$ cat src/common/swf_pkg.sv
// package: register map, field layout, reset values and timing for the sleep/wake/fault bank
package swf_pkg;
  localparam logic [7:0] REG_RAIL3_LINREG_SLEEP_WAKE_CFG = 8'h06;
  localparam logic [7:0] REG_EXT_OUTPUTS_SLEEP_WAKE_CFG = 8'h07;
  localparam logic [7:0] REG_PRODUCT_IDENTITY = 8'h0A;
  localparam logic [7:0] REG_MAKER_IDENTITY = 8'h0B;
  localparam logic [7:0] REG_SILICON_REVISION = 8'h0C;
  localparam logic [7:0] REG_FAULT_STATUS = 8'h0D;
  localparam logic [7:0] RST_RAIL3_LINREG_CFG = 8'hE1;
  localparam logic [7:0] RST_EXT_OUTPUTS_CFG = 8'h8A;
  // arbitrary neutral identity values
  localparam logic [7:0] PRODUCT_CODE_DEFAULT = 8'h5A;
  localparam logic [7:0] MAKER_CODE_DEFAULT = 8'hA5;
  localparam logic [7:0] SILICON_REVISION_VALUE = 8'h00;
  localparam logic [7:0] UNMAPPED_READ_VALUE = 8'h00;
  // field positions within each config register
  localparam int SLOT_HI_MSB = 7;
  localparam int SLOT_HI_LSB = 5;
  localparam int KEEP_HI_BIT = 4;
  localparam int SLOT_LO_MSB = 3;
  localparam int SLOT_LO_LSB = 1;
  localparam int KEEP_LO_BIT = 0;
  // fault status bit positions
  localparam int FS_RAIL1_UV = 7;
  localparam int FS_RAIL2_UV = 6;
  localparam int FS_RAIL3_UV = 5;
  localparam int FS_LINREG_UV = 4;
  localparam int FS_OVERTEMP = 3;
  localparam int FS_INPUT_OV = 2;
  localparam int FS_GATE_READY = 1;
  localparam int FS_OUTPUT_POR = 0;
  // wake timing
  localparam int CLK_FREQ_HZ = 20_000_000;
  localparam int WAKE_BASE_US = 150;
  localparam int WAKE_STEP_US = 512;
  localparam int WAKE_BASE_CYCLES = (WAKE_BASE_US * (CLK_FREQ_HZ / 1_000_000));
  localparam int WAKE_STEP_CYCLES = (WAKE_STEP_US * (CLK_FREQ_HZ / 1_000_000));
  localparam int NUM_OUTPUTS = 4;
  localparam int SLOT_W = 3;
  // wide enough for the slowest slot delay
  localparam int TIMER_W = $clog2(WAKE_BASE_CYCLES + ((1 << SLOT_W) - 1) * WAKE_STEP_CYCLES + 1);
  typedef enum logic [1:0] {
    SWF_AWAKE,
    SWF_ASLEEP,
    SWF_WAKING,
    SWF_LATCHED
  } swf_state_t;
endpackage : swf_pkg

$ cat src/verilog/swf_regs.sv
// sleep/wake configuration and fault status register bank with output sequencing
// Operation
// - reg 0x06: rail3 and linreg wake slots
// - rail3 off in sleep unless kept
// - linreg off in sleep unless kept
// - reg 0x07: external output wake slots
// - ext_out1 dropped in sleep unless kept
// - ext_out2 dropped in sleep unless kept
// - 0x0A returns fixed product code
// - 0x0B returns fixed maker code
// - 0x0C revision reads all zero
// - status bits 7..4 rail undervoltage
// - status bit 3 overtemperature
// - status bit 2 input overvoltage
// - bits 1,0 internal monitors, reset one
// - fault status read-only, writes ignored
// - wake delay 150us plus N*512us
// - undervolt latches, all off until POR
`timescale 1ns/1ps
module swf_regs
  import swf_pkg::*;
#(
  parameter logic [7:0] PRODUCT_CODE = PRODUCT_CODE_DEFAULT,
  parameter logic [7:0] MAKER_CODE = MAKER_CODE_DEFAULT,
  parameter int BASE_CYCLES = WAKE_BASE_CYCLES,
  parameter int STEP_CYCLES = WAKE_STEP_CYCLES
) (
  // clock and input-supply power-on reset
  input wire logic i_sys_clk,
  input wire logic i_rst_n,
  // register access from the serial-bus front end
  input wire logic i_reg_wr,
  input wire logic i_reg_rd,
  input wire logic [7:0] i_reg_addr,
  input wire logic [7:0] i_reg_wdata,
  output logic [7:0] o_reg_rdata,
  // power-state requests, level from pins or logic
  input wire logic i_sleep_req,
  // analogue monitor levels
  input wire logic i_rail1_uv,
  input wire logic i_rail2_uv,
  input wire logic i_rail3_uv,
  input wire logic i_linreg_uv,
  input wire logic i_overtemp,
  input wire logic i_input_ov,
  input wire logic i_gate_ready,
  input wire logic i_output_por_ok,
  // output enables: rail3, linreg, ext_out1, ext_out2; then sleep-mode flags and undervoltage latch
  output logic o_rail3_en,
  output logic o_linreg_en,
  output logic o_ext_out1,
  output logic o_ext_out2,
  output logic o_rail3_sleep_mode,
  output logic o_linreg_sleep_mode,
  output logic o_uv_latched
);
  localparam int MON_W = 8;
  // internal monitors idle high, so status reads one straight out of reset
  localparam logic [MON_W-1:0] MON_RST = MON_W'((1 << FS_GATE_READY) | (1 << FS_OUTPUT_POR));

  logic [7:0] rail3_linreg_sleep_wake_cfg_q;
  logic [7:0] ext_outputs_sleep_wake_cfg_q;
  logic [MON_W-1:0] mon_s1_q;
  logic [MON_W-1:0] mon_s2_q;
  logic [MON_W-1:0] mon_s3_q;
  logic [MON_W-1:0] mon_q;
  logic [MON_W-1:0] mon_raw;
  logic sleep_s1_q;
  logic sleep_s2_q;
  logic sleep_s3_q;
  logic sleep_q;
  logic sleep_prev_q;
  logic sleep_entry;
  logic wake_entry;
  logic [7:0] fault_status_q;
  logic uv_any;
  swf_state_t state_q;
  logic [NUM_OUTPUTS-1:0] out_en_q;
  logic [NUM_OUTPUTS-1:0] keep_q;
  logic [NUM_OUTPUTS-1:0] keep_cfg;
  logic [NUM_OUTPUTS-1:0] timer_done;
  logic [NUM_OUTPUTS-1:0] timer_start;
  logic [SLOT_W-1:0] slot_cfg [NUM_OUTPUTS];

  function automatic logic [SLOT_W-1:0] slot_hi(input logic [7:0] cfg);
    slot_hi = cfg[SLOT_HI_MSB:SLOT_HI_LSB];
  endfunction : slot_hi

  function automatic logic [SLOT_W-1:0] slot_lo(input logic [7:0] cfg);
    slot_lo = cfg[SLOT_LO_MSB:SLOT_LO_LSB];
  endfunction : slot_lo

  assign slot_cfg[0] = slot_hi(rail3_linreg_sleep_wake_cfg_q);
  assign slot_cfg[1] = slot_lo(rail3_linreg_sleep_wake_cfg_q);
  assign slot_cfg[2] = slot_hi(ext_outputs_sleep_wake_cfg_q);
  assign slot_cfg[3] = slot_lo(ext_outputs_sleep_wake_cfg_q);

  assign keep_cfg = {ext_outputs_sleep_wake_cfg_q[KEEP_LO_BIT], ext_outputs_sleep_wake_cfg_q[KEEP_HI_BIT],
                     rail3_linreg_sleep_wake_cfg_q[KEEP_LO_BIT], rail3_linreg_sleep_wake_cfg_q[KEEP_HI_BIT]};

  // config registers
  always_ff @(posedge i_sys_clk) begin
    if (!i_rst_n) begin
      rail3_linreg_sleep_wake_cfg_q <= RST_RAIL3_LINREG_CFG;
      ext_outputs_sleep_wake_cfg_q <= RST_EXT_OUTPUTS_CFG;
    end else if (i_reg_wr) begin
      case (i_reg_addr)
        REG_RAIL3_LINREG_SLEEP_WAKE_CFG: begin
          rail3_linreg_sleep_wake_cfg_q <= i_reg_wdata;
        end
        REG_EXT_OUTPUTS_SLEEP_WAKE_CFG: begin
          ext_outputs_sleep_wake_cfg_q <= i_reg_wdata;
        end
        default: begin
        end
      endcase
    end
  end

  assign mon_raw = {i_rail1_uv, i_rail2_uv, i_rail3_uv, i_linreg_uv,
                    i_overtemp, i_input_ov, i_gate_ready, i_output_por_ok};

  // pin synchronisers, change accepted when stages two and three agree
  always_ff @(posedge i_sys_clk) begin
    if (!i_rst_n) begin
      mon_s1_q <= MON_RST;
      mon_s2_q <= MON_RST;
      mon_s3_q <= MON_RST;
      mon_q <= MON_RST;
      sleep_s1_q <= 1'b0;
      sleep_s2_q <= 1'b0;
      sleep_s3_q <= 1'b0;
      sleep_q <= 1'b0;
    end else begin
      mon_s1_q <= mon_raw;
      mon_s2_q <= mon_s1_q;
      mon_s3_q <= mon_s2_q;
      for (int i = 0; i < MON_W; i++) begin
        if (mon_s2_q[i] == mon_s3_q[i]) begin
          mon_q[i] <= mon_s3_q[i];
        end
      end
      sleep_s1_q <= i_sleep_req;
      sleep_s2_q <= sleep_s1_q;
      sleep_s3_q <= sleep_s2_q;
      if (sleep_s2_q == sleep_s3_q) begin
        sleep_q <= sleep_s3_q;
      end
    end
  end

  always_ff @(posedge i_sys_clk) begin
    if (!i_rst_n) begin
      sleep_prev_q <= 1'b0;
    end else begin
      sleep_prev_q <= sleep_q;
    end
  end

  assign sleep_entry = sleep_q && !sleep_prev_q;
  assign wake_entry = !sleep_q && sleep_prev_q;

  // fault status: latched events, live monitors
  always_ff @(posedge i_sys_clk) begin
    if (!i_rst_n) begin
      fault_status_q <= '0;
      fault_status_q[FS_GATE_READY] <= 1'b1;
      fault_status_q[FS_OUTPUT_POR] <= 1'b1;
    end else begin
      fault_status_q[FS_RAIL1_UV] <= fault_status_q[FS_RAIL1_UV] | mon_q[FS_RAIL1_UV];
      fault_status_q[FS_RAIL2_UV] <= fault_status_q[FS_RAIL2_UV] | mon_q[FS_RAIL2_UV];
      fault_status_q[FS_RAIL3_UV] <= fault_status_q[FS_RAIL3_UV] | mon_q[FS_RAIL3_UV];
      fault_status_q[FS_LINREG_UV] <= fault_status_q[FS_LINREG_UV] | mon_q[FS_LINREG_UV];
      fault_status_q[FS_OVERTEMP] <= mon_q[FS_OVERTEMP];
      fault_status_q[FS_INPUT_OV] <= mon_q[FS_INPUT_OV];
      fault_status_q[FS_GATE_READY] <= mon_q[FS_GATE_READY];
      fault_status_q[FS_OUTPUT_POR] <= mon_q[FS_OUTPUT_POR];
    end
  end

  assign uv_any = |mon_q[FS_RAIL1_UV:FS_LINREG_UV];

  // sequencing state
  always_ff @(posedge i_sys_clk) begin
    if (!i_rst_n) begin
      state_q <= SWF_AWAKE;
      keep_q <= '0;
    end else begin
      case (state_q)
        SWF_AWAKE: begin
          if (sleep_entry) begin
            keep_q <= keep_cfg;
            state_q <= SWF_ASLEEP;
          end
        end
        SWF_ASLEEP: begin
          if (wake_entry) begin
            state_q <= SWF_WAKING;
          end
        end
        SWF_WAKING: begin
          if (sleep_entry) begin
            keep_q <= keep_cfg;
            state_q <= SWF_ASLEEP;
          end else if (&out_en_q) begin
            state_q <= SWF_AWAKE;
          end
        end
        SWF_LATCHED: begin
          state_q <= SWF_LATCHED;
        end
        default: begin
          state_q <= SWF_AWAKE;
        end
      endcase
      if (uv_any) begin
        state_q <= SWF_LATCHED;
      end
    end
  end

  assign timer_start = (state_q == SWF_ASLEEP && wake_entry) ? ~out_en_q : '0;

  genvar g;
  generate
    for (g = 0; g < NUM_OUTPUTS; g++) begin : g_out
      swf_wake_timer #(
        .BASE_CYCLES(BASE_CYCLES),
        .STEP_CYCLES(STEP_CYCLES)
      ) u_timer (
        .i_sys_clk(i_sys_clk),
        .i_rst_n(i_rst_n),
        .i_start(timer_start[g]),
        .i_abort(sleep_entry || uv_any || state_q == SWF_LATCHED),
        .i_slot(slot_cfg[g]),
        .o_done(timer_done[g])
      );

      always_ff @(posedge i_sys_clk) begin
        if (!i_rst_n) begin
          out_en_q[g] <= 1'b1;
        end else if (uv_any || state_q == SWF_LATCHED) begin
          out_en_q[g] <= 1'b0;
        end else if (sleep_entry && (state_q == SWF_AWAKE || state_q == SWF_WAKING)) begin
          out_en_q[g] <= keep_cfg[g] & out_en_q[g];
        end else if (timer_done[g]) begin
          out_en_q[g] <= 1'b1;
        end
      end
    end
  endgenerate

  assign o_rail3_en = out_en_q[0];
  assign o_linreg_en = out_en_q[1];
  assign o_ext_out1 = out_en_q[2];
  assign o_ext_out2 = out_en_q[3];

  // kept rails run in sleep operation
  always_ff @(posedge i_sys_clk) begin
    if (!i_rst_n) begin
      o_rail3_sleep_mode <= 1'b0;
      o_linreg_sleep_mode <= 1'b0;
      o_uv_latched <= 1'b0;
    end else begin
      o_rail3_sleep_mode <= (state_q == SWF_ASLEEP) && keep_q[0];
      o_linreg_sleep_mode <= (state_q == SWF_ASLEEP) && keep_q[1];
      o_uv_latched <= (state_q == SWF_LATCHED) || uv_any;
    end
  end

  // read mux, registered
  always_ff @(posedge i_sys_clk) begin
    if (!i_rst_n) begin
      o_reg_rdata <= UNMAPPED_READ_VALUE;
    end else if (i_reg_rd) begin
      case (i_reg_addr)
        REG_RAIL3_LINREG_SLEEP_WAKE_CFG: o_reg_rdata <= rail3_linreg_sleep_wake_cfg_q;
        REG_EXT_OUTPUTS_SLEEP_WAKE_CFG: o_reg_rdata <= ext_outputs_sleep_wake_cfg_q;
        REG_PRODUCT_IDENTITY: o_reg_rdata <= PRODUCT_CODE;
        REG_MAKER_IDENTITY: o_reg_rdata <= MAKER_CODE;
        REG_SILICON_REVISION: o_reg_rdata <= SILICON_REVISION_VALUE;
        REG_FAULT_STATUS: o_reg_rdata <= fault_status_q;
        default: o_reg_rdata <= UNMAPPED_READ_VALUE;
      endcase
    end
  end
endmodule : swf_regs

$ cat src/verilog/swf_wake_timer.sv
// per-output wake delay: raises done after base plus slot times step cycles
`timescale 1ns/1ps
module swf_wake_timer
  import swf_pkg::*;
#(
  parameter int BASE_CYCLES = WAKE_BASE_CYCLES,
  parameter int STEP_CYCLES = WAKE_STEP_CYCLES
) (
  // clock and reset
  input wire logic i_sys_clk,
  input wire logic i_rst_n,
  // control
  input wire logic i_start,
  input wire logic i_abort,
  input wire logic [SLOT_W-1:0] i_slot,
  // status
  output logic o_done
);
  logic [TIMER_W-1:0] count_q;
  logic [TIMER_W-1:0] target_q;
  logic run_q;

  always_ff @(posedge i_sys_clk) begin
    if (!i_rst_n || i_abort) begin
      run_q <= 1'b0;
      count_q <= '0;
      target_q <= '0;
      o_done <= 1'b0;
    end else if (i_start) begin
      run_q <= 1'b1;
      count_q <= '0;
      target_q <= TIMER_W'(BASE_CYCLES + int'(i_slot) * STEP_CYCLES - 1);
      o_done <= 1'b0;
    end else if (run_q) begin
      if (count_q == target_q) begin
        run_q <= 1'b0;
        o_done <= 1'b1;
      end else begin
        count_q <= count_q + TIMER_W'(1);
      end
    end else begin
      o_done <= 1'b0;
    end
  end
endmodule : swf_wake_timer
$ cat config.mk
export PLATFORM = sky130hd
export DESIGN_NAME = swf_regs
export DESIGN_NICKNAME = d
export VERILOG_FILES = /design/src/common/swf_pkg.sv /design/src/verilog/swf_regs.sv /design/src/verilog/swf_wake_timer.sv
export SDC_FILE = /design/constraint.sdc
export NUM_CORES = 1
export LEC_CHECK = 0
export ABC_AREA = 1
export BUFFER_PORTS_ARGS = -buffer_cell sky130_fd_sc_hd__buf_2
export CORE_MARGIN = 2
export CORE_UTILIZATION = 50
export DETAILED_ROUTE_END_ITERATION = 10
export PLACE_DENSITY = 0.67
export REMOVE_ABC_BUFFERS = 1
export SKIP_CTS_REPAIR_TIMING = 1
export SLEW_MARGIN = 15
export SYNTH_ARGS = -nofsm -noshare
export SYNTH_HDL_FRONTEND = slang
export SYNTH_SLANG_ARGS = --single-unit
$ cat constraint.sdc
create_clock -name i_sys_clk -period 3.3 [get_ports i_sys_clk]
set_input_delay 0.33 -clock i_sys_clk [delete_from_list [all_inputs] [get_ports i_sys_clk]]
set_output_delay 0.33 -clock i_sys_clk [all_outputs]
set_load 0.01 [all_outputs]
; ---- Word level (Yosys, flattened, before mapping)
; Cells that the tools add are included.
[op_classes]
add_sub_neg = 12
mul = 4
n_eq_ne = 24
mux = 32
n_bitwise = 17
n_reduce_logical = 38
[ops]
columns = cell, n
row1 = $add 13x17->17 const A, 4
row2 = $add 17x1->17 const B, 4
row3 = $eq 17x17->1, 4
row4 = $sub 17x2->17 const B, 4
row5 = $pmux 8 s5, 1
row6 = $eq 8x4->1 const B, 3
row7 = $mul 3x3->6 const B, 4
row8 = $mux 1, 24
row9 = $eq 8x3->1 const B, 2
row10 = $reduce_and 2->1, 7
row11 = $reduce_bool 3->1, 4
row12 = $reduce_or 3->1, 4
row13 = $mux 2, 5
row14 = $reduce_or 2->1, 5
row15 = $eq 1x1->1, 9
row16 = $not 1->1, 8
row17 = $pmux 2 s4, 1
row18 = $logic_and 1x1->1, 6
row19 = $ne 3x3->1 const B, 2
row20 = $logic_or 1x1->1, 5
row21 = $and 1x1->1, 4
row22 = $eq 2x2->1 const B, 2
row23 = $mux 4, 1
row24 = $ne 4x4->1 const B, 1
row25 = other kinds (8), 13
[word_totals]
ff_bits = 224
inputBits = 29
elab_cells = 172

; ---- Longest topological paths before layout
; Gate-level depths: netlist of the first run.
[logic_depth]
word_depth = 6
ltp_mapped = 10

; ---- Modules after synthesis
; Synthesis of the first run repeated with hierarchy kept, for this count alone.
[hier_totals]
hier_cells = 1239
hier_area_um2 = 8790.9
[modules_own_cells]
columns = module, n_inst, cells_per_inst, area_each_um2, seq_area_each_um2
row1 = swf_wake_timer (g_out[0].u_timer ...), 3, 218, 1452.6, 520.5
row2 = swf_regs, 1, 377, 3006.6, 1601.5
row3 = swf_wake_timer (g_out[3].u_timer), 1, 208, 1426.4, 520.5

; ---- Worst setup path before layout of the first run
; No wires, ideal clock.
[synth_path]
path_kind = register to register
startpoint = reg ext_outputs_sleep_wake_cfg_q[1]
endpoint = reg g_out[3].u_timer.target_q[16]
setup_time_ns = 0.119
arrival_ns = 1.425
required_ns = 3.181
slack_ns = 1.756
path_stages_with_launch = 8
path_buffers = 0
period_less_slack_ns = 1.544
path_cell_list = dfxtp_1 ha_1 ha_1 ha_1 inv_1 nor3_1 xnor2_1 a21oi_1
[synth_via]
elab_chain_cells = 3
[synth_rtl]
columns = element, line
row1 = "start, declared", swf_regs.sv:62  ; logic [7:0] ext_outputs_sleep_wake_cfg_q;
row2 = "start signal, assigned", swf_regs.sv:112  ; ext_outputs_sleep_wake_cfg_q <= i_reg_wdata;
row3 = $mul 3x3->6, swf_wake_timer.sv:32  ; target_q <= TIMER_W'(BASE_CYCLES + int'(i_slot) * STEP_CYCLES - 1);
row4 = $add 13x17->17, swf_wake_timer.sv:32
row5 = $sub 17x2->17, swf_wake_timer.sv:32
row6 = "end signal, assigned", swf_wake_timer.sv:32
row7 = "end, declared", swf_wake_timer.sv:20  ; logic [TIMER_W-1:0] target_q;
; No other way between the ends.
; A chain may end at the register's enable or synchronous reset.

; ---- Final worst setup path of the first run
[layout_path]
startpoint = reg mon_q[4]
endpoint = reg g_out[0].u_timer.o_done
[layout_via]
elab_chain_cells = 5
[layout_rtl]
columns = element, line
row1 = "start, declared", swf_regs.sv:66  ; logic [MON_W-1:0] mon_q;
row2 = "start signal, assigned by index", swf_regs.sv:140  ; mon_q[i] <= mon_s3_q[i];
row3 = $reduce_or 4->1, swf_regs.sv:181  ; assign uv_any = |mon_q[FS_RAIL1_UV:FS_LINREG_UV];
row4 = $logic_or 1x1->1 (2 in a row), swf_regs.sv:234  ; .i_abort(sleep_entry || uv_any || state_q == SWF_LATCHED),
row5 = $logic_or 1x1->1, swf_wake_timer.sv:24  ; if (!i_rst_n || i_abort) begin
row6 = $reduce_or 3->1 (no line), n/a
row7 = "end signal, assigned", swf_wake_timer.sv:28  ; o_done <= 1'b0;
row8 = "end signal, assigned", swf_wake_timer.sv:33  ; o_done <= 1'b0;
row9 = "end signal, assigned", swf_wake_timer.sv:37  ; o_done <= 1'b1;
row10 = "end, declared", swf_wake_timer.sv:17  ; output logic o_done
; No other way between the ends.

==> results of run 1 <==
[synthesized netlist by cell type, types with 3 or more instances]
library cell,instances
sky130_fd_sc_hd__nand2_1,313
sky130_fd_sc_hd__dfxtp_1,184
sky130_fd_sc_hd__inv_1,166
sky130_fd_sc_hd__nand3_1,112
sky130_fd_sc_hd__nor2_1,94
sky130_fd_sc_hd__a21oi_1,90
sky130_fd_sc_hd__o21ai_0,52
sky130_fd_sc_hd__a21oi_2,32
sky130_fd_sc_hd__nand4_1,25
sky130_fd_sc_hd__nor3_1,22
sky130_fd_sc_hd__ha_1,20
sky130_fd_sc_hd__xor2_1,16
sky130_fd_sc_hd__or2_2,15
sky130_fd_sc_hd__clkbuf_1,10
sky130_fd_sc_hd__xnor2_1,9
sky130_fd_sc_hd__inv_2,8
sky130_fd_sc_hd__buf_6,6
sky130_fd_sc_hd__nand2_2,5
sky130_fd_sc_hd__nor2_2,5
sky130_fd_sc_hd__nand2_4,4
sky130_fd_sc_hd__buf_2,3
sky130_fd_sc_hd__nor2_4,3
sky130_fd_sc_hd__o21ai_1,3
sky130_fd_sc_hd__o21bai_1,3
sky130_fd_sc_hd__or2_0,3
[worst max-delay path: stages (launching register included)]
cell,delay (ns)
sky130_fd_sc_hd__dfxtp_1,0.36
sky130_fd_sc_hd__nor2_2,0.13
sky130_fd_sc_hd__nand2_2,0.09
sky130_fd_sc_hd__a21oi_4,0.21
sky130_fd_sc_hd__nand3_4,0.24
sky130_fd_sc_hd__clkinv_4,0.25
sky130_fd_sc_hd__nand2_4,0.20
sky130_fd_sc_hd__nor3_1,0.22
[final timing paths]
kind	end	depth (start not counted)	slack, ns	startpoint
worst min-delay path	mon_s1_q[7]	3	0.08	i_rail1_uv
worst min register to register	mon_s2_q[7]	2	0.41	mon_s1_q[7]
worst max-delay path	g_out[0].u_timer.o_done	7	1.51	mon_q[4]
worst max register to register	g_out[0].u_timer.o_done	7	1.51	mon_q[4]
[logic make-up (layout without fill, tap and decap cells)]
| group | Yosys count | in the layout |
|---|---|---|
| and+or+nand+nor | 612 | 612 |
| xor gates and xnor gates | 25 | 25 |
| buffers and inverters | 202 | 255 |
| AOI/OAI and AO/OA | 186 | 186 |
| DFF | 184 | 184 |
| adders and majority gates | 20 | 20 |
[area by class of cell]
class                   instances  area [um^2]
inverters                     180          688
fillers                      1644         7540
clock inverters                13          110
clock buffers                  18          429
repair buffers                 44          223
well taps                     225          282
multi-input cells             843         4280
flip-flops and latches        184         3680
[state kept, by name (all words and copies together), names as in the netlist, 2 cells and up]
name	flops
g_out.u_timer.run_q	4
g_out.u_timer.o_done	4
mon_q	8
mon_s1_q	8
keep_q	2
g_out.u_timer.count_q	68
mon_s3_q	8
g_out.u_timer.target_q	28
mon_s2_q	8
rail3_linreg_sleep_wake_cfg_q	8
ext_outputs_sleep_wake_cfg_q	8
state_q	2
fault_status_q	8
o_reg_rdata	8
[layer usage]
metal	routed length (um)	track usage	vias up
li1	-	-	4028
met1	9640	0.301	3375
met2	7740	0.314	154
met3	892	0.0452	17
met4	175	0.0486	0
met5	0	0	-
[per-stage QoR]
step	cells	util	worst slack, ns
2_1_floorplan	1207	-	1.76
3_3_place_gp	1476	0.531	1.46
3_5_place_dp	1476	0.531	1.42
4_1_cts	1507	0.563	1.47
5_1_grt	1507	0.563	1.30
6_report	1507	0.563	1.51
[power by group through the flow]
stage	clock, W	combinational (W)	sequential, W
floorplan	0	0.0000619	0.00229
finish	0.00188	0.000116	0.00224
CTS	0.00193	0.000117	0.00224
detailed placement	0	0.000116	0.00229
global route	0.00202	0.000130	0.00224
global placement	0	0.000115	0.00229
==> results summary, run 1 <==
The wire length after detailed routing is 18.4 mm. The worst path needs 1.79 ns of the cycle, external delays included. The area growth from synthesis to layout came out at 10.3%. The synthesized area per cell came out at 7.15 um^2. The worst-skew pair later-pin latency is 0.43 ns.

The xor and xnor area share after synthesis came out at 0.0249. In this run the tightest slew margin relative to its limit is 0.563. The data required time of the critical path came out at 3.65 ns. Final hold analysis gives a worst-case slack of 0.0752 ns. The switching power total is 0.000992 W. TritonCTS built the clock tree. Of the total power, combinational logic draws 0.027.

The clock net sink count came out at 184. 44 I/O pins were placed. Counting every instance in the synthesized netlist gives 1229. The leakage dissipation came out at 4.12 nW.

The chip width is 137 um. The fraction of power spent switching nets is 0.234. The commonest non-fill, non-tap cell in the layout is sky130_fd_sc_hd__nand2_1. The fraction of power consumed by the clock network came out at 0.443. The clock buffer count from CTS came out at 17. The overall power of the completed layout came out at 0.00424 W.

Across the run, the number of max-cap violations was 0. The async set or reset register ratio after synthesis came out at 0. The final-report max-slew violation count came out at 0. The largest fanout of any net on the critical path came out at 24. The area of all placed cells without fillers came out at 9700 um^2. For this configuration, the core starts out at a cell density of 0.510. The pin count of the biggest net entering global routing came out at 29. The initial DRC count came out at 444. The most used flip-flop cell after synthesis is sky130_fd_sc_hd__dfxtp_1. The signal arrival time at the worst endpoint came out at 2.14 ns.

By area, the combinational part of the netlist is dominated by simple AND/OR/NAND/NOR gates. In this run, distinct cell masters in the synthesized netlist total 44. After synthesis, the cell types taking the most area are sky130_fd_sc_hd__dfxtp_1 42%, sky130_fd_sc_hd__nand2_1 13%, sky130_fd_sc_hd__inv_1 7.1%, sky130_fd_sc_hd__nand3_1 6.4%, sky130_fd_sc_hd__a21oi_1 5.1%. In this run the power density over the cells is 437 nW/um^2. The internal power consumption is 0.00325 W. In this run the clock root is driven by a sky130_fd_sc_hd__clkbuf_16. The flow ran to the end, and the final reports show no timing, DRC or antenna violations. The placer congestion estimate is 0.824. The number of antenna violations at the first check in global routing is 0. The number of routed nets with antenna violations is 0. The area fraction in compound gates after synthesis was 0.123. The clock-pin slew of the registers on the worst-case setup and hold paths is 0.07 ns. The instance area after placement is 9160 um^2. The total inserted antenna cells came out at 0.

The depth of the CTS H-tree is 4. The area of the die is 18700 um^2. The standard cell core area came out at 17200 um^2. The die extent in y came out at 137 um.

The basic-gate share of the synthesized area counting and, or, nand and nor cells is 0.311. Of the total synthesized cell area, the portion taken by full adders, half adders and majority gates is 0.0285. The synthesis-stage register bit count came out at 184. The first TritonRoute pass finished after 5 iterations. The measured slew at the worst slew-check pin is 0.654 ns.

The sequential cell area fraction in the yosys report is 0.419. The post-layout net count is 1319. The total number of placement rows came out at 48. In this run the deepest clock path goes through 2 buffers. The library cells used most frequently in the layout, excluding fill and tap cells, are 313 x sky130_fd_sc_hd__nand2_1, 184 x sky130_fd_sc_hd__dfxtp_1, 166 x sky130_fd_sc_hd__inv_1. The number of enable flip-flop cells after synthesis came out at 0. The via count of the first global-routing pass came out at 6769.

The final setup skew came out at 0.00894 ns. The worst setup path is captured at a flip-flop. The count of buffers added on input and output ports is 43. The residual overflow from global routing is 0.

Dividing the detail-routed via count by the number of cells gives 5.03. After synthesis, the share of cell area in mux cells is 0. The portion of total power attributed to sequential cells is 0.529. The largest total area in the synthesized netlist belongs to sky130_fd_sc_hd__dfxtp_1. The worst setup path is launched from a flip-flop.

The share of the cycle needed by the critical path after routing is 0.544. The final-layout setup total negative slack came out at 0 ns. The final hold violation count is 0. The remaining routing DRC violations is 0.

Setup repair after global routing left no endpoint under its margin. The fraction of layout cells with a size suffix above 1 is 0.123. The detailed placer's ending HPWL came out at 13.5 mm. The vias after detailed routing is 7574. IR analysis of the VDD net gives a maximum drop of 0.380 mV.

The worst hold path belongs to the class in -> reg. The synthesis warning total is 0. The critical path in this run is classified as reg -> reg.

The total track usage is 0.208. The final routed wire length divided by cell count is 12.2 um. After synthesis the cells add up to 8790 um^2. The share of synthesized area in the top cell type comes to 0.419.

Derived from the worst setup path, the maximum achievable clock frequency is 557 MHz. The first global-routing pass estimated 31.4 mm of wire. The total setup violations reported at the end of the flow came out at 0.
No activity file was read; power rests on OpenSTA's default activity.
==> run 2: changes to the inputs <==
--- a/config.mk
+++ b/config.mk
@@ -5,7 +5,7 @@
 export SDC_FILE = /design/constraint.sdc
 export NUM_CORES = 1
 export LEC_CHECK = 0
-export ABC_AREA = 1
+export ABC_AREA = 0
 export BUFFER_PORTS_ARGS = -buffer_cell sky130_fd_sc_hd__buf_2
 export CORE_MARGIN = 2
 export CORE_UTILIZATION = 50
==> constraint.sdc (replaced) <==
create_clock -name i_sys_clk -period 1.8 [get_ports i_sys_clk]
set_input_delay 0.18 -clock i_sys_clk [delete_from_list [all_inputs] [get_ports i_sys_clk]]
set_output_delay 0.18 -clock i_sys_clk [all_outputs]
set_load 0.01 [all_outputs]
==> run 2 against run 1 <==
Effect of this change:
- the run now ends with negative hold slack left
- die area down 9.2%
- worst setup slack got worse by 1.5 ns
- sequential power grew 83%
- global-route usage rose by 0.33 points
- largest power group unchanged
- clock power is 96% higher
- non-clock buffer count rose by 71
- fmax up 1.4%
- total power is 90% higher
- design area shrank 1.3%
- worst hold slack lost 0.076 ns
- clock-buffer cell count unchanged
- final cell count decreased by 19%
- critical endpoint is now g_out[3].u_timer.count_q[0]
==> results summary, run 2 <==
The CTS tree is done (unchanged). The boundary pin count came out at 44 (unchanged). The global-route wire length before repair is 28.4 mm (was 31.4 mm). The largest fanout of any net on the critical path was 8 (was 24). The remaining routing DRC violations is 0 (unchanged). The register with the highest flop count was g_out.u_timer.count_q (unchanged).

The number of unique standard cell types used by synthesis was 50 (was 44). The clock-pin slew of the registers on the worst-case setup and hold paths is 0.07 ns (about the same). The leakage dissipation is 3.69 nW (was 4.12 nW). The area of all placed cells without fillers came out at 9580 um^2 (was 9700 um^2).

The commonest non-fill, non-tap cell in the layout was sky130_fd_sc_hd__dfxtp_1 (was sky130_fd_sc_hd__nand2_1). The post-layout net count is 1043 (was 1319). The delay of the slowest critical-path stage came out at 0.53 ns (was 0.36 ns).

The total setup violations reported at the end of the flow is 0 (unchanged). The final hold violation count came out at 1 (was 0). The data required time of the critical path came to 2.12 ns (was 3.65 ns). The top layer used by detailed routing was met4 (unchanged). Commonest cells after routing, fill and taps aside: 182 x sky130_fd_sc_hd__dfxtp_1, 125 x sky130_fd_sc_hd__nor2_1, 72 x sky130_fd_sc_hd__nand2_1 (was 313 x sky130_fd_sc_hd__nand2_1, 184 x sky130_fd_sc_hd__dfxtp_1, 166 x sky130_fd_sc_hd__inv_1). The total number of placement rows was 46 (was 48). The total inserted antenna cells came out at 0 (unchanged). The highest-delay cell along the critical path was sky130_fd_sc_hd__or4_4 (was sky130_fd_sc_hd__dfxtp_1). The number of antenna violations at the first check in global routing is 0 (unchanged).

RSZ-0062 raised after global routing: yes (was no). The total track usage is 0.211 (was 0.208). The sequential cell area fraction in the yosys report came out at 0.463 (was 0.419). The worst-case headroom to the max-slew limit is 0.703 (was 0.563). The detailed placer's ending HPWL is 12.0 mm (was 13.5 mm). The startpoint class of the critical path is a flip-flop (unchanged). The initial cell density of the core is 0.507 (was 0.510). The signal arrival time at the worst endpoint is 2.09 ns (was 2.14 ns). The wire length after detailed routing came out at 17.0 mm (was 18.4 mm). Regs by FF count: g_out.u_timer.count_q x68, g_out.u_timer.target_q x28 (unchanged). The fraction of layout cells with a size suffix above 1 is 0.155 (was 0.123). Result of the run: finished, violations left (was finished, final reports clean). Leading post-synthesis cells by instance count: 184 x sky130_fd_sc_hd__dfxtp_1, 125 x sky130_fd_sc_hd__nor2_1, 72 x sky130_fd_sc_hd__nand2_1, 53 x sky130_fd_sc_hd__xnor2_1, 50 x sky130_fd_sc_hd__a21oi_1 (was 313 x sky130_fd_sc_hd__nand2_1, 184 x sky130_fd_sc_hd__dfxtp_1, 166 x sky130_fd_sc_hd__inv_1, 112 x sky130_fd_sc_hd__nand3_1, 94 x sky130_fd_sc_hd__nor2_1).

The final setup skew came out at 0.00745 ns (was 0.00894 ns). The count of max-cap constraint violations came out at 0 (unchanged). The chip width is 130 um (was 137 um). The layout filler cell count came out at 1357 (was 1644). The clock net sink count came to 184 (unchanged). The final hold slack came out at -0.00131 ns (was 0.0752 ns).

The measured slew at the worst slew-check pin came to 0.442 ns (was 0.654 ns). The most used flip-flop cell after synthesis was sky130_fd_sc_hd__dfxtp_1 (unchanged). Dominant cells by area after synthesis: sky130_fd_sc_hd__dfxtp_1 46%, sky130_fd_sc_hd__nor2_1 5.9%, sky130_fd_sc_hd__xnor2_1 5.8%, sky130_fd_sc_hd__xor2_1 4.5%, sky130_fd_sc_hd__nand2_1 3.4% (was sky130_fd_sc_hd__dfxtp_1 42%, sky130_fd_sc_hd__nand2_1 13%, sky130_fd_sc_hd__inv_1 7.1%, sky130_fd_sc_hd__nand3_1 6.4%, sky130_fd_sc_hd__a21oi_1 5.1%). The maximum VDD drop came out at 0.701 mV (was 0.380 mV). The classification of the worst setup path is reg -> reg (unchanged). The netlist area before placement came out at 7960 um^2 (was 8790 um^2).

The largest area contributor in the netlist is sky130_fd_sc_hd__dfxtp_1 (unchanged). The final routed wire length divided by cell count came out at 13.9 um (was 12.2 um). The area growth from synthesis to layout is 20.3% (was 10.3%). The share of the cycle needed by the critical path after routing is 0.982 (was 0.544).

The post-route minimum period came out at 1.77 ns (was 1.79 ns). The maximum root-to-sink buffer count is 2 (unchanged). The routed length on met3 came out at 524 um (was 892 um).

The area share of the leading cell type in the synthesized netlist is 0.463 (was 0.419). The synthesized area per cell came out at 8.93 um^2 (was 7.15 um^2). The final-report max-slew violation count came out at 0 (unchanged). The checks that failed: negative hold slack.

The residual overflow from global routing is 0 (unchanged). The total length of routed met2 wires came out at 7.89 mm (was 7.74 mm). The pin count of the biggest net entering global routing is 31 (was 29). The ratio of total power to cell area came out at 841 nW/um^2 (was 437 nW/um^2).

The path class of the lowest-slack min-delay path is in -> reg (unchanged). The cell count after synthesis came out at 891 (was 1229). The worst-skew pair later-pin latency came out at 0.43 ns (about the same). The area of the die is 16900 um^2 (was 18700 um^2). The wire length on met1 came to 8.34 mm (was 9.64 mm). The internal reg-to-reg setup slack was 0.03 ns (was 1.51 ns).

The via count of the first global-routing pass is 5895 (was 6769). The vias after detailed routing came to 6411 (was 7574). The family with the most delay on the worst path is simple AND/OR/NAND/NOR gates (unchanged). The die extent in y is 130 um (was 137 um). The number of optimization iterations in the first detailed-route pass is 5 (unchanged). The initial DRC count is 391 (was 444). The top achievable clock speed was 565 MHz (was 557 MHz). The number of flip-flops in the largest register was 68 (unchanged). The placer congestion estimate is 0.808 (was 0.824). The number of routed nets with antenna violations was 0 (unchanged). The average vias per placed instance is 5.25 (was 5.03). The synthesis-stage register bit count is 184 (unchanged).

The standard cell core area is 15700 um^2 (was 17200 um^2). The critical path endpoint category is a flip-flop (unchanged). The depth of the CTS H-tree came out at 4 (unchanged).

The clock root buffer is sky130_fd_sc_hd__clkbuf_16 (unchanged). The async set or reset register ratio after synthesis is 0 (unchanged). The number of enable flip-flop cells after synthesis is 0 (unchanged). The synthesis warning total was 0 (unchanged).

The cell with the most instances after synthesis is sky130_fd_sc_hd__dfxtp_1 (was sky130_fd_sc_hd__nand2_1). The number of buffers added on ports came to 43 (unchanged). The clock buffer count from CTS was 17 (unchanged). The final critical-path setup slack is 0.0316 ns (was 1.51 ns). The pre-CTS setup slack is -0.0570 ns (was 1.42 ns). The sum of buffers and inverters on the critical path is 1 (unchanged). Cells along the critical path: or4_4 -> o22a_4 -> o41ai_4 -> buf_4 -> xor2_1 -> nor2_1 (was nor2_2 -> nand2_2 -> a21oi_4 -> nand3_4 -> clkinv_4 -> nand2_4 -> nor3_1). The instance area after placement came out at 8830 um^2 (was 9160 um^2).
[run 2: changes by cell type after synthesis, sizes merged, moves of 23 or more]
| cell | before | now |
|---|---|---|
| nand3 | 114 | 30 |
| xor2 | 16 | 41 |
| xnor2 | 9 | 53 |
| and2 | 0 | 27 |
| inv | 176 | 12 |
| nor2 | 103 | 126 |
| nand2 | 322 | 72 |
| a21oi | 123 | 50 |
[run 2: power by group]
| part | switching, W | total, W | leakage [nW] | internal (W) |
|---|---|---|---|---|
| sequential | 0.0000144 | 0.00411 | 1.49 | 0.00410 |
| combinational | 0.000147 | 0.000264 | 1.93 | 0.000117 |
| clock | 0.00162 | 0.00368 | 0.277 | 0.00206 |
| total | 0.00178 | 0.00806 | 3.69 | 0.00628 |
[run 2: kinds of logic (layout without fill, tap and decap cells)]
logic type                 after synthesis  count (layout)  synth area share
DFF                                    184             184             0.463
adders and majority gates               20              20            0.0314
buffers and inverters                   43             158            0.0211
and+or+nand+nor                        392             392             0.250
xor gates and xnor gates                94              94             0.103
AOI/OAI and AO/OA                      145             145             0.115
muxes                                   13              13            0.0163
[run 2: final timing paths]
kind,startpoint,to,depth (start not counted)
worst max register to register,g_out[3].u_timer.count_q[9],g_out[3].u_timer.count_q[0],6
worst min register to register,mon_s1_q[0],mon_s2_q[0],1
worst min-delay path,i_reg_wdata[7],ext_outputs_sleep_wake_cfg_q[7],3
worst max-delay path,g_out[3].u_timer.count_q[9],g_out[3].u_timer.count_q[0],6
[run 2: routing by layer]
layer,vias up,track usage
met5,-,0
met4,0,0.0601
met2,91,0.342
met1,2987,0.283
li1,3318,-
met3,15,0.0472
[run 2: worst register-to-register path, cell delays in order (launching register included)]
cell and delay, ns:
sky130_fd_sc_hd__dfxtp_2 0.32, sky130_fd_sc_hd__or4_4 0.53, sky130_fd_sc_hd__o22a_4 0.21, sky130_fd_sc_hd__o41ai_4 0.19, sky130_fd_sc_hd__buf_4 0.19, sky130_fd_sc_hd__xor2_1 0.16, sky130_fd_sc_hd__nor2_1 0.06
[run 2: area by class of cell]
class,instances,area [um^2],area share
inverter,12,45.0,0.00470
multi-input combinational,664,4150,0.434
clock inverter,13,146,0.0153
sequential,184,3690,0.385
tap,216,270,0.0282
clock buffer,18,429,0.0448
timing repair buffer,115,847,0.0884
[run 2: per-stage QoR]
stage	std cells	total power, W	util	TNS, ns
after floorplan	860	0.00430	-	-43.87
after global placement	1178	0.00445	0.562	-0.0113
after detailed placement	1178	0.00445	0.562	-0.0930
after CTS	1209	0.00812	0.599	-0.144
after global routing	1222	0.00833	0.610	-0.0617
final	1222	0.00806	0.610	0
==> run 3: changes to the inputs <==
--- a/config.mk
+++ b/config.mk
@@ -10,7 +10,7 @@
 export CORE_MARGIN = 2
 export CORE_UTILIZATION = 50
 export DETAILED_ROUTE_END_ITERATION = 10
-export PLACE_DENSITY = 0.67
+export PLACE_DENSITY = 0.63
 export REMOVE_ABC_BUFFERS = 1
 export SKIP_CTS_REPAIR_TIMING = 1
 export SLEW_MARGIN = 15
==> run 3 against run 2 <==
Effect of this change:
- the run still ends with negative hold slack left
- via count fell by 0.33%
- sequential share of layout area grew 0.50 points
- wire length is 0.16% higher
- worst hold slack worse by 0.0077 ns
- fmax hardly changed
- critical path depth is 1 lower
- flip-flop and latch count is the same
- sequential power barely moved
- core utilization shrank 0.72 points
- global-route usage shrank 0.077 points
- register-to-register slack is essentially flat
- critical endpoint is now g_out[3].u_timer.o_done
==> results summary, run 3 (synthesis gave the netlist of run 2 again) <==
The final critical-path setup slack came to 0.0302 ns (was 0.0316 ns). The detailed placer's ending HPWL is 12.2 mm (was 12.0 mm). The CTS tree is done (unchanged). The total number of placement rows came out at 46 (unchanged). The endpoint of the most critical register-to-register path was g_out[3].u_timer.o_done (was g_out[3].u_timer.count_q[0]).

The total inserted antenna cells came to 0 (unchanged). The startpoint of the worst register-to-register path is g_out[3].u_timer.count_q[8] (was g_out[3].u_timer.count_q[9]). The placer congestion estimate is 0.876 (was 0.808). The placed cell count came out at 1167 (was 1178). The depth of the CTS H-tree is 4 (unchanged).

The fraction of layout cells with a size suffix above 1 came out at 0.151 (was 0.155). The remaining routing DRC violations came out at 0 (unchanged). The path depth of the worst reg2reg path is 5 (was 6). The final-layout setup total negative slack was 0 ns (unchanged). Result of the run: finished, violations left (unchanged). The critical path endpoint category is a flip-flop (unchanged). Commonest cells after routing, fill and taps aside: 179 x sky130_fd_sc_hd__dfxtp_1, 123 x sky130_fd_sc_hd__nor2_1, 72 x sky130_fd_sc_hd__nand2_1 (was 182 x sky130_fd_sc_hd__dfxtp_1, 125 x sky130_fd_sc_hd__nor2_1, 72 x sky130_fd_sc_hd__nand2_1). The number of optimization iterations in the first detailed-route pass came out at 4 (was 5). The depth of the critical timing path with buffers and inverters included was 5 (was 6). The final hold violation count came out at 2 (was 1). The maximum VDD drop is 0.700 mV (was 0.701 mV). The post-layout net count is 1033 (was 1043). The initial cell density of the core came to 0.507 (unchanged).

The origin of the worst setup path is g_out[3].u_timer.count_q[8] (was g_out[3].u_timer.count_q[9]). The sum of buffers and inverters on the critical path was 1 (unchanged). The clock buffer count from CTS came out at 17 (unchanged). The register with the highest flop count is g_out.u_timer.count_q (unchanged).

The measured slew at the worst slew-check pin came out at 0.521 ns (was 0.442 ns). Cells along the critical path: or4_1 -> o22a_2 -> buf_4 -> o41ai_1 -> and3_1 (was or4_4 -> o22a_4 -> o41ai_4 -> buf_4 -> xor2_1 -> nor2_1). The worst-case headroom to the max-slew limit came to 0.650 (was 0.703). The clock net sink count was 184 (unchanged). The core occupancy in the finished layout is 0.602 (was 0.610).

The final routed wire length divided by cell count came out at 14.0 um (was 13.9 um). Violated checks: negative hold slack (unchanged). The number of buffers added on ports is 43 (unchanged). The area of the die came to 16900 um^2 (unchanged). The timing endpoint of the critical path is g_out[3].u_timer.o_done (was g_out[3].u_timer.count_q[0]). Regs by FF count: g_out.u_timer.count_q x68, g_out.u_timer.target_q x28 (unchanged).

The number of non-filler instances in the completed layout is 1213 (was 1222). The leakage dissipation came to 3.63 nW (was 3.69 nW). The maximum root-to-sink buffer count is 2 (unchanged). The final hold slack came out at -0.00906 ns (was -0.00131 ns). The number of flip-flops in the largest register came out at 68 (unchanged). The highest-delay cell along the critical path was sky130_fd_sc_hd__or4_1 (was sky130_fd_sc_hd__or4_4). The ratio of total power to cell area came out at 858 nW/um^2 (was 841 nW/um^2).

The clock root buffer is sky130_fd_sc_hd__clkbuf_16 (unchanged). The pin count of the biggest net entering global routing is 32 (was 31). The worst-skew pair later-pin latency came out at 0.44 ns (was 0.43 ns). The data required time of the critical path came to 2.18 ns (was 2.12 ns). The chip width is 130 um (unchanged). The top achievable clock speed is 565 MHz (about the same). The signal arrival time at the worst endpoint is 2.15 ns (was 2.09 ns).

RSZ-0062 raised after global routing: yes (unchanged). The initial DRC count came out at 328 (was 391). The number of antenna violations at the first check in global routing is 0 (unchanged). The clock-pin slew of the registers on the worst-case setup and hold paths is 0.08 ns (was 0.07 ns). The layout filler cell count came to 1404 (was 1357).

The count of max-cap constraint violations is 0 (unchanged). The startpoint class of the critical path is a flip-flop (unchanged). The die extent in y is 130 um (unchanged). The vias after detailed routing was 6390 (was 6411). The standard cell core area is 15700 um^2 (unchanged).

The path class of the lowest-slack min-delay path is in -> reg (unchanged). The final-report max-slew violation count came out at 0 (unchanged). The pre-CTS setup slack came out at -0.0645 ns (was -0.0570 ns).

The wire length after detailed routing is 17.0 mm (about the same). The residual overflow from global routing came to 0 (unchanged). The classification of the worst setup path is reg -> reg (unchanged). The share of the cycle needed by the critical path after routing came out at 0.983 (was 0.982). The total setup violations reported at the end of the flow came out at 0 (unchanged). The via count of the first global-routing pass came to 6089 (was 5895). The commonest non-fill, non-tap cell in the layout is sky130_fd_sc_hd__dfxtp_1 (unchanged).

The largest fanout of any net on the critical path is 2 (was 8). The area of all placed cells without fillers came out at 9460 um^2 (was 9580 um^2). The post-route minimum period came out at 1.77 ns (about the same). The total track usage is 0.210 (was 0.211). The average vias per placed instance came to 5.27 (was 5.25).

The internal reg-to-reg setup slack is 0.03 ns (about the same). The family with the most delay on the worst path was simple AND/OR/NAND/NOR gates (unchanged). The area growth from synthesis to layout is 18.9% (was 20.3%). The boundary pin count was 44 (unchanged). The global-route wire length before repair is 28.3 mm (was 28.4 mm). The number of routed nets with antenna violations is 0 (unchanged). The instance area after placement is 8680 um^2 (was 8830 um^2). The final setup skew came out at 0.0128 ns (was 0.00745 ns). The delay of the slowest critical-path stage came out at 0.52 ns (was 0.53 ns).
## run 3: changes by cell type in the layout (fill, tap and decap cells not counted), moves of 3 or more
cell                         delta
sky130_fd_sc_hd__clkinv_2       -3
sky130_fd_sc_hd__clkinvlp_4     -3
sky130_fd_sc_hd__dfxtp_1        -3
sky130_fd_sc_hd__clkinv_4       +3
sky130_fd_sc_hd__dfxtp_2        +3
sky130_fd_sc_hd__buf_4          -7
sky130_fd_sc_hd__buf_12         -5
sky130_fd_sc_hd__inv_6          +3
## run 3: layout make-up
| class | count | area (um^2) | share of cell area |
|---|---|---|---|
| Inverter | 12 | 45.0 | 0.00476 |
| Clock inverter | 15 | 175 | 0.0185 |
| Tap cell | 216 | 270 | 0.0286 |
| Timing Repair Buffer | 105 | 717 | 0.0758 |
| Sequential cell | 184 | 3690 | 0.390 |
| Clock buffer | 17 | 425 | 0.0449 |
| Multi-Input combinational cell | 664 | 4140 | 0.438 |
## run 3: stage by stage
stage               power, W  hold slack (ns)
floorplan            0.00430            0.242
CTS                  0.00818          -0.0914
finish               0.00812         -0.00906
global placement     0.00442            0.365
global route         0.00840         0.000791
detailed placement   0.00443            0.367
## run 3: how the worst min path moves through the flow
stage	start	endpoint	depth (start not counted)
floorplan	i_rst_n	ext_outputs_sleep_wake_cfg_q[1]	1
global placement	i_gate_ready	mon_s1_q[1]	2
detailed placement	i_output_por_ok	mon_s1_q[0]	2
CTS	i_output_por_ok	mon_s1_q[0]	2
global route	i_reg_wdata[5]	rail3_linreg_sleep_wake_cfg_q[5]	3
finish	i_reg_wdata[5]	rail3_linreg_sleep_wake_cfg_q[5]	3
## run 3: worst min-delay path: cells and delay by family
kind                   cells  cell delay (ns)
and+or+nand+nor            2             0.12
buffers and inverters      1             0.10
## run 3: where the power goes
part | total, W | internal, W | switching, W
combinational | 0.000249 | 0.000106 | 0.000143
sequential | 0.00411 | 0.00410 | 0.0000136
clock | 0.00376 | 0.00199 | 0.00177
total | 0.00812 | 0.00619 | 0.00193
## run 3: per-layer routing
layer  wire [um]  GRT usage  vias to the layer above
met4         191     0.0639                        0
met3         525     0.0517                       16
met2        8390      0.360                       75
met5           0          0                        -
met1        7900      0.262                     3009
li1            -          -                     3290
